==> src/hw/cdsl_cfg.svh <==
// Purpose: Constants for the column data shift and latch stage
// Assumes: Included by bare name from the shift and latch module and the testbench
// Notes: Definitions only
`ifndef CDSL_CFG_SVH
`define CDSL_CFG_SVH

// Column count and the half split point of the two-group layout
`define CDSL_NUM_OUT 192
`define CDSL_HALF_OUT 96

// Cells taken per shift in the wide and narrow layouts
`define CDSL_WIDE_STEP 6
`define CDSL_NARROW_STEP 3

// Shifts that fill every cell once
`define CDSL_WIDE_SHIFTS 7'h20
`define CDSL_NARROW_SHIFTS 7'h40

// Reset values
`define CDSL_COLS_RESET 192'h0
`define CDSL_COUNT_RESET 7'h00

`endif

==> src/hw/cdsl_pkg.sv <==
// Purpose: Types shared by the column data shift and latch stage
// Assumes: Layout select pins are static while a line loads
// Notes: Constants live in cdsl_cfg.svh
`default_nettype none
package cdsl_pkg;

  // Layouts chosen by the two bus-select pins
  typedef enum logic [1:0] {
    CDSL_SIX_BY_32,
    CDSL_THREE_BY_64,
    CDSL_DIFFERENTIAL,
    CDSL_SPLIT_GROUPS
  } cdsl_mode_t;

endpackage

`default_nettype wire

==> src/hw/cdsl_edge_if.sv <==
// Purpose: Event carrier between the pin edge detector and the shift core
// Assumes: One mclk domain
// Notes: Pulses last one mclk cycle
`timescale 1ns/1ps
`default_nettype none

interface cdsl_edge_if;
  logic diffMode;
  logic shiftPulse;
  logic strobeFall;

  modport det (input diffMode, output shiftPulse, output strobeFall);
  modport core (output diffMode, input shiftPulse, input strobeFall);
endinterface

`default_nettype wire

==> src/hw/cdsl_edge_detect.sv <==
// Purpose: Turns shift clock and strobe levels into one-cycle events
// Assumes: Pins are synchronous to mclk, so one stage of history suffices
// Notes: Differential mode uses both edges of the clock pair
`timescale 1ns/1ps
`default_nettype none

module cdsl_edge_detect (
  input wire logic mclk,
  input wire logic rst_n,
  input wire logic shift_clock_primary,
  input wire logic shift_clock_secondary,
  input wire logic latch_strobe_n,
  cdsl_edge_if.det edges
);
  import cdsl_pkg::*;

  logic clkLevel;
  logic clkPrev_reg;
  logic strobePrev_reg;

  // A pair carries one level: high only when the true leg leads
  assign clkLevel = edges.diffMode ? (shift_clock_primary & ~shift_clock_secondary)
                                   : shift_clock_primary;

  // Previous levels for edge detection; idle high strobe avoids a false fall
  always_ff @(posedge mclk or negedge rst_n) begin
    if (!rst_n) begin
      clkPrev_reg <= 1'b0;
      strobePrev_reg <= 1'b1;
    end else begin
      clkPrev_reg <= clkLevel;
      strobePrev_reg <= latch_strobe_n;
    end
  end

  // Rising edge only, or both edges in differential mode
  assign edges.shiftPulse = edges.diffMode ? (clkLevel != clkPrev_reg)
                                           : (clkLevel & ~clkPrev_reg);
  // Strobe is active low, so the event is its fall
  assign edges.strobeFall = strobePrev_reg & ~latch_strobe_n;

  diff_both_edges_a: assert property (
    @(posedge mclk) disable iff (!rst_n)
    (edges.diffMode && $past(edges.diffMode)
      && $fell(shift_clock_primary & ~shift_clock_secondary)) |-> edges.shiftPulse)
    else $error("Differential falling clock edge did not shift");

  single_rise_only_a: assert property (
    @(posedge mclk) disable iff (!rst_n)
    (!edges.diffMode && $past(!edges.diffMode) && $fell(shift_clock_primary))
      |-> !edges.shiftPulse)
    else $error("Falling clock edge shifted in single-ended mode");

endmodule

`default_nettype wire

==> src/hw/cdsl_shift_latch.sv <==
// Purpose: Column data shift registers and output latch of a 192-column driver
// Assumes: Pins synchronous to mclk; select and direction pins static per line
// Notes: Outputs lag the latch by one cycle through the blanking stage
//
// How it works
// - Two select pins pick six, three, differential or split two-group layout
// - Three-chain layout uses inputs one to three; others use all six
// - Direction pin chooses low-to-high or high-to-low loading order
// - Each shift clock rise samples the inputs and advances every chain
// - Strobe fall copies the whole shift register into the output latch
// - While the strobe is high the latch holds, whatever shifting goes on
// - Three-bit bus: first bit on input one ends at column 1, or at 190 in reverse
// - Three-bit: clock k lands at 3k-2..3k, reverse first at 190..192
// - Both selects low: six-bit bus, six bits per clock, 32 clocks
// - Six-bit: clock k input j lands at 6(k-1)+j, reverse first at 187..192
// - Split: inputs four to six land 96 higher; reverse first 94-96, 190-192
// - Differential: pairs carry one signal, sampled on both clock edges
// - Strobe and blanking are active low
`timescale 1ns/1ps
`default_nettype none
`include "cdsl_cfg.svh"

module cdsl_shift_latch (
  input wire logic mclk,
  input wire logic rst_n,
  input wire logic bus_select_a,
  input wire logic bus_select_b,
  input wire logic load_reverse,
  input wire logic shift_clock_primary,
  input wire logic shift_clock_secondary,
  input wire logic latch_strobe_n,
  input wire logic blanking_n,
  input wire logic data_in_1,
  input wire logic data_in_2,
  input wire logic data_in_3,
  input wire logic data_in_4,
  input wire logic data_in_5,
  input wire logic data_in_6,
  output logic [`CDSL_NUM_OUT-1:0] column_out,
  output cdsl_pkg::cdsl_mode_t active_mode,
  output logic line_loaded
);
  import cdsl_pkg::*;

  localparam int N = `CDSL_NUM_OUT;
  localparam int H = `CDSL_HALF_OUT;
  localparam int W6 = `CDSL_WIDE_STEP;
  localparam int W3 = `CDSL_NARROW_STEP;

  cdsl_edge_if edges ();

  cdsl_mode_t mode;
  logic [W6-1:0] dIn;
  logic [N-1:0] shiftReg_reg;
  logic [N-1:0] shiftReg_next;
  logic [N-1:0] latch_reg;
  logic [N-1:0] columnOut_reg;
  logic [6:0] shiftCount_reg;

  // Pin pair to layout
  function automatic cdsl_mode_t decodeMode(input logic selA, input logic selB);
    case ({selA, selB})
      2'b00: decodeMode = CDSL_SIX_BY_32;
      2'b10: decodeMode = CDSL_THREE_BY_64;
      2'b01: decodeMode = CDSL_DIFFERENTIAL;
      default: decodeMode = CDSL_SPLIT_GROUPS;
    endcase
  endfunction

  // Shifts needed to refill every cell in a layout
  function automatic logic [6:0] fullCount(input cdsl_mode_t m);
    case (m)
      CDSL_SIX_BY_32, CDSL_SPLIT_GROUPS: fullCount = `CDSL_WIDE_SHIFTS;
      default: fullCount = `CDSL_NARROW_SHIFTS;
    endcase
  endfunction

  // One shift step; normal order enters at the top so early bits end low
  function automatic logic [N-1:0] shiftStep(input logic [N-1:0] sr, input cdsl_mode_t m,
                                              input logic rev, input logic [W6-1:0] d);
    case (m)
      CDSL_SIX_BY_32: begin
        if (rev) begin
          shiftStep = {sr[N-W6-1:0], d};
        end else begin
          shiftStep = {d, sr[N-1:W6]};
        end
      end
      CDSL_SPLIT_GROUPS: begin
        if (rev) begin
          shiftStep = {sr[N-W3-1:H], d[5:3], sr[H-W3-1:0], d[2:0]};
        end else begin
          shiftStep = {d[5:3], sr[N-1:H+W3], d[2:0], sr[H-1:W3]};
        end
      end
      default: begin
        if (rev) begin
          shiftStep = {sr[N-W3-1:0], d[2:0]};
        end else begin
          shiftStep = {d[2:0], sr[N-1:W3]};
        end
      end
    endcase
  endfunction

  assign mode = decodeMode(bus_select_a, bus_select_b);
  assign active_mode = mode;
  assign edges.diffMode = (mode == CDSL_DIFFERENTIAL);

  // Input word; the three-chain layout ignores the upper pins, differential folds each pin pair into one bit
  always_comb begin
    dIn = {data_in_6, data_in_5, data_in_4, data_in_3, data_in_2, data_in_1};
    if (mode == CDSL_THREE_BY_64) begin
      dIn = {3'h0, data_in_3, data_in_2, data_in_1};
    end else if (mode == CDSL_DIFFERENTIAL) begin
      // True leg high and complement low reads as one
      dIn = {3'h0, data_in_5 & ~data_in_6, data_in_3 & ~data_in_4,
             data_in_1 & ~data_in_2};
    end
  end

  cdsl_edge_detect edgeDet (
    .mclk(mclk),
    .rst_n(rst_n),
    .shift_clock_primary(shift_clock_primary),
    .shift_clock_secondary(shift_clock_secondary),
    .latch_strobe_n(latch_strobe_n),
    .edges(edges.det)
  );

  assign shiftReg_next = shiftStep(shiftReg_reg, mode, load_reverse, dIn);

  // Shift chains advance only on a shift clock event
  always_ff @(posedge mclk or negedge rst_n) begin
    if (!rst_n) begin
      shiftReg_reg <= `CDSL_COLS_RESET;
    end else if (edges.shiftPulse) begin
      shiftReg_reg <= shiftReg_next;
    end
  end

  // Latch copies the pre-shift contents, so a same-cycle shift is not mixed in
  always_ff @(posedge mclk or negedge rst_n) begin
    if (!rst_n) begin
      latch_reg <= `CDSL_COLS_RESET;
    end else if (edges.strobeFall) begin
      latch_reg <= shiftReg_reg;
    end
  end

  // Blanking forces all columns low without disturbing the latch
  always_ff @(posedge mclk or negedge rst_n) begin
    if (!rst_n) begin
      columnOut_reg <= `CDSL_COLS_RESET;
    end else begin
      columnOut_reg <= blanking_n ? latch_reg : `CDSL_COLS_RESET;
    end
  end
  assign column_out = columnOut_reg;

  // Shifts since the last strobe, so a short load can be spotted
  always_ff @(posedge mclk or negedge rst_n) begin
    if (!rst_n) begin
      shiftCount_reg <= `CDSL_COUNT_RESET;
    end else if (edges.strobeFall) begin
      shiftCount_reg <= {6'h00, edges.shiftPulse};
    end else if (edges.shiftPulse && shiftCount_reg != 7'h7f) begin
      shiftCount_reg <= shiftCount_reg + 7'h01;
    end
  end
  assign line_loaded = (shiftCount_reg >= fullCount(mode));

  latch_load_a: assert property (
    @(posedge mclk) disable iff (!rst_n)
    edges.strobeFall |=> (latch_reg == $past(shiftReg_reg)))
    else $error("Latch did not take the shift register on strobe fall");

  latch_hold_a: assert property (
    @(posedge mclk) disable iff (!rst_n)
    (!edges.strobeFall && edges.shiftPulse) |=> $stable(latch_reg))
    else $error("Latch changed while strobe stayed high");

  shift_idle_a: assert property (
    @(posedge mclk) disable iff (!rst_n)
    !edges.shiftPulse |=> $stable(shiftReg_reg))
    else $error("Shift register moved without a clock edge");

  six_normal_a: assert property (
    @(posedge mclk) disable iff (!rst_n)
    (edges.shiftPulse && mode == CDSL_SIX_BY_32 && !load_reverse)
      |=> (shiftReg_reg[N-1:N-W6] == $past(dIn)) && (shiftReg_reg[N-W6-1:0] ==
           $past(shiftReg_reg[N-1:W6])))
    else $error("Six-bit normal shift misplaced data");

  three_reverse_a: assert property (
    @(posedge mclk) disable iff (!rst_n)
    (edges.shiftPulse && mode == CDSL_THREE_BY_64 && load_reverse)
      |=> (shiftReg_reg[N-1:W3] == $past(shiftReg_reg[N-W3-1:0]))
          && (shiftReg_reg[W3-1:0] == $past(dIn[W3-1:0])))
    else $error("Three-bit reverse shift misplaced data");

  split_halves_a: assert property (
    @(posedge mclk) disable iff (!rst_n)
    (edges.shiftPulse && mode == CDSL_SPLIT_GROUPS && !load_reverse)
      |=> (shiftReg_reg[N-1:N-W3] == $past(dIn[5:3]))
          && (shiftReg_reg[H-1:H-W3] == $past(dIn[2:0])))
    else $error("Split layout halves loaded wrongly");

  narrow_pins_a: assert property (
    @(posedge mclk) disable iff (!rst_n)
    (mode == CDSL_THREE_BY_64) |-> (dIn[5:3] == 3'h0))
    else $error("Upper data pins used in three-chain layout");

  blank_out_a: assert property (
    @(posedge mclk) disable iff (!rst_n)
    (!blanking_n ##1 !blanking_n) |-> (column_out == `CDSL_COLS_RESET))
    else $error("Columns not forced low while blanked");

  loaded_count_a: assert property (
    @(posedge mclk) disable iff (!rst_n)
    edges.strobeFall |=> (shiftCount_reg <= 7'h01) && !line_loaded)
    else $error("Shift count not restarted at strobe");

endmodule

`default_nettype wire

==> config.mk <==
export PLATFORM = sky130hd
export DESIGN_NAME = cdsl_shift_latch
export DESIGN_NICKNAME = d
export VERILOG_FILES = /design/src/hw/cdsl_pkg.sv /design/src/hw/cdsl_edge_if.sv /design/src/hw/cdsl_edge_detect.sv /design/src/hw/cdsl_shift_latch.sv
export VERILOG_INCLUDE_DIRS = /design/src /design/src/hw
export SDC_FILE = /design/constraint.sdc
export NUM_CORES = 1
export LEC_CHECK = 0
export BUFFER_PORTS_ARGS = -buffer_cell sky130_fd_sc_hd__buf_2
export CAP_MARGIN = 20
export CORE_MARGIN = 1
export CORE_UTILIZATION = 49
export CTS_BUF_LIST = sky130_fd_sc_hd__clkbuf_2 sky130_fd_sc_hd__clkbuf_4 sky130_fd_sc_hd__clkbuf_8
export DETAILED_ROUTE_END_ITERATION = 10
export PLACE_DENSITY_LB_ADDON = 0.25
export SETUP_SLACK_MARGIN = 0.5
export SLEW_MARGIN = 15
export SYNTH_ARGS = -nofsm -noshare
export SYNTH_HDL_FRONTEND = slang
export SYNTH_HIERARCHICAL = 1
export SYNTH_SLANG_ARGS = --single-unit
==> constraint.sdc <==
create_clock -name mclk -period 4.3 [get_ports mclk]
set_clock_uncertainty 0.15 [all_clocks]
set_input_delay 0 -clock mclk [delete_from_list [all_inputs] [get_ports mclk]]
set_output_delay 0 -clock mclk [all_outputs]
set_load 0.01 [all_outputs]
==> flow_summary.json <==
{
  "cts_buffer_depth": 3,
  "drcViolationCount": 0,
  "synth_area_um2": 25900,
  "grt_first_pass_wirelength_um": 95700,
  "cts_tree": "yes",
  "cp-end-kind": "register",
  "ys.flop_type": "dfrtp_1",
  "n_fill_cell": 4317,
  "place_ws_ps": 1290,
  "r2r_start": "edgeDet/clkPrev_reg$_DFF_PN0_",
  "die-area_um2": 53700,
  "yosys.area.top_type": "dfrtp_1",
  "ant_nets": 0,
  "num_rows": 83,
  "setup_tns_ps": 0,
  "synthTopCellsByArea": "dfrtp_1 (57%), mux2_2 (8.4%), a21oi_1 (6.9%)",
  "wl_met2_um": 28400,
  "synth-edff-count": 0,
  "hold_path_startpoint": "bus_select_a",
  "clkSlewWorstSetupHoldPaths_ps": 60,
  "drt-met1-wl_um": 25200,
  "power.leakage_uw": 0.0126,
  "synth.top_cell.area_share_pct": 56.5,
  "wl_met3_um": 2730,
  "vias": 18294,
  "finalCritPeriodShare_pct": 82.9,
  "core_area_um2": 51700,
  "synth_common_cells": "dfrtp_1 (584), a21oi_1 (358), and2_1 (201)",
  "status": "finished, final reports clean",
  "gp_congestion": 0.781,
  "total_power_uw": 17400,
  "hold_end": "shiftReg_reg[2]$_DFFE_PN0P_",
  "cts_buffers": 97,
  "seq_area_frac_synth_pct": 56.6,
  "timing.rr.end": "shiftReg_reg[1]$_DFFE_PN0P_",
  "synth.most_common_cell": "dfrtp_1",
  "drt-pass1-iter-count": 5,
  "wirelength_um": 58100,
  "p_per_area_nw_per_um2": 586,
  "top_layer": "met5",
  "worstHoldPathCells": 6,
  "setup.worst_path.start_class": "primary input",
  "relSlewSlack_pct": 20.3,
  "synth_seq_cells": 585,
  "grt_overflow_total": 0,
  "first_global_vias": 18129,
  "worst_pin_slew_ps": 1200,
  "worst_slack_ps": 734,
  "cts_root_buf": "clkbuf_8",
  "die_h_um": 232,
  "final.min_clock_period_ps": 3570,
  "maxCapViolCount": 0,
  "rsz0062_at_grt": "no",
  "hp-class": "primary input to register",
  "htree_num_levels": 3,
  "async_reset_ff_share_pct": 100,
  "io_pins": 210,
  "wl_per_cell_um": 18.5,
  "synth.yosys.warnings": 6,
  "die_w_um": 232,
  "dp_hpwl_um": 35800,
  "ys_types": 58,
  "synthCells": 2215,
  "grt_antenna_before_repair": 2,
  "finalHoldViolCount": 0,
  "post_drt_via_cell_ratio": 5.83,
  "required_ps": 4720,
  "worstSetupPathType": "primary input to register",
  "insertion_delay_ps": 700,
  "area_delta_synth_final_pct": 14.7,
  "drtIter0Drc": 1594,
  "fmax_ghz": 0.280,
  "arrival_ps": 3990,
  "clkSinkCount": 585,
  "avgSynthCellArea_um2": 11.7,
  "regToRegSetupSlack_ps": 1180,
  "drive_above_1_share_pct": 25.1,
  "finalNetCount": 2409,
  "ir_worst_vdd_mv": 0.296,
  "critPathMaxFanout": 146,
  "ff2ff_path_depth": 9,
  "finalMaxSlewViolations": 0,
  "track_usage_pct": 21.9,
  "start_util_pct": 50.0,
  "syn-num-nets": 2241,
  "setup_viol": 0,
  "portBuffers": 209,
  "grt_max_degree": 240
}
worst max-delay path, stage by stage:
cell           delay (ps)
dlygate4sd3_1         550
buf_2                 130
dlygate4sd3_1         550
a21boi_0              250
ha_1                  310
mux2i_4               240
buf_12                470
nand2_1               150
o22ai_1               160
dlygate4sd3_1         570
nor2_1                 40
dlygate4sd3_1         550
stage by stage:
| step | util, % | cells | hold WS [ps] | cell area, µm² |
|---|---|---|---|---|
| global route | 57.3 | 3137 | 119 | 29700 |
| CTS | 57.3 | 3135 | 56.3 | 29700 |
| detailed placement | 52.7 | 2939 | -9.17 | 27300 |
| global placement | 52.7 | 2939 | -14.2 | 27300 |
| floorplan | - | 2215 | -446 | 25900 |
| finish | 57.3 | 3137 | 101 | 29700 |
layout by cell type (no fill, tap or decap), types with 3 or more instances in the layout:
| cell | n |
|---|---|
| a31oi_1 | 12 |
| o21ai_1 | 6 |
| and2b_1 | 13 |
| nor2b_1 | 170 |
| or2_2 | 3 |
| nand3_1 | 8 |
| o221ai_1 | 171 |
| buf_4 | 13 |
| o221a_2 | 4 |
| buf_2 | 206 |
| o21ai_0 | 13 |
| and2_1 | 201 |
| a21oi_1 | 358 |
| nor2_1 | 11 |
| dfrtp_1 | 584 |
| o22a_1 | 4 |
| nor3_1 | 4 |
| o21a_1 | 175 |
| bufinv_16 | 5 |
| mux2i_1 | 9 |
| clkbuf_8 | 122 |
| nand2_1 | 11 |
| inv_1 | 13 |
| o211ai_1 | 4 |
| o22ai_1 | 3 |
| clkbuf_4 | 28 |
| clkinv_2 | 11 |
| ha_1 | 11 |
| a221oi_1 | 3 |
| mux2_2 | 194 |
| dlygate4sd3_1 | 25 |
| buf_12 | 15 |
metal layers:
metal | vias to the layer above | global-route usage, %
met2 | 473 | 35.3
met5 | - | 0
met4 | 2 | 9.33
li1 | 8393 | -
met1 | 9309 | 29.3
met3 | 117 | 3.73
power by group:
part	internal [µW]	switching (µW)
Combinational	1960	1710
Clock	3090	2200
Sequential	7090	1310
what timing repair did:
| item | in CTS | in global routing |
|---|---|---|
| setup buffers | 0 | 0 |
| resized for setup | 0 | 0 |
| hold endpoints to repair | 533 | 0 |
| hold buffers | 25 | 0 |
final cells by class:
class	count	area, µm²	area share [%]
diodes	2	5.00	0.0169
clock buffers	150	1890	6.37
inverters	14	52.6	0.177
multi-input cells	1424	10300	34.6
flip-flops and latches	585	14600	49.4
repair buffers	261	1710	5.76
clock inverters	21	249	0.840
well taps	680	851	2.87
worst max path at each step:
stage	from	endpoint	slack, ps	cells past startpoint
3_5_place_dp	bus_select_a	shiftCount_reg[0]$_DFFE_PN0P_	1290	10
3_3_place_gp	bus_select_a	shiftCount_reg[0]$_DFFE_PN0P_	1440	10
6_report	shift_clock_secondary	shiftReg_reg[1]$_DFFE_PN0P_	730	12
5_1_grt	shift_clock_secondary	shiftReg_reg[1]$_DFFE_PN0P_	550	12
2_1_floorplan	bus_select_a	shiftReg_reg[93]$_DFFE_PN0P_	2220	9
4_1_cts	shift_clock_secondary	shiftReg_reg[1]$_DFFE_PN0P_	830	12
cell families after synthesis:
group / Yosys count / synth area share, %
adders and majority gates: 11 / 0.532
AOI/OAI and AO/OA: 769 / 19.6
muxes: 205 / 8.89
DFF: 585 / 56.6
and+or+nand+nor: 437 / 10.5
xor gates and xnor gates: 2 / 0.0677
buffers and inverters: 206 / 3.85
Note: power is estimated with default switching activity, not from simulation.
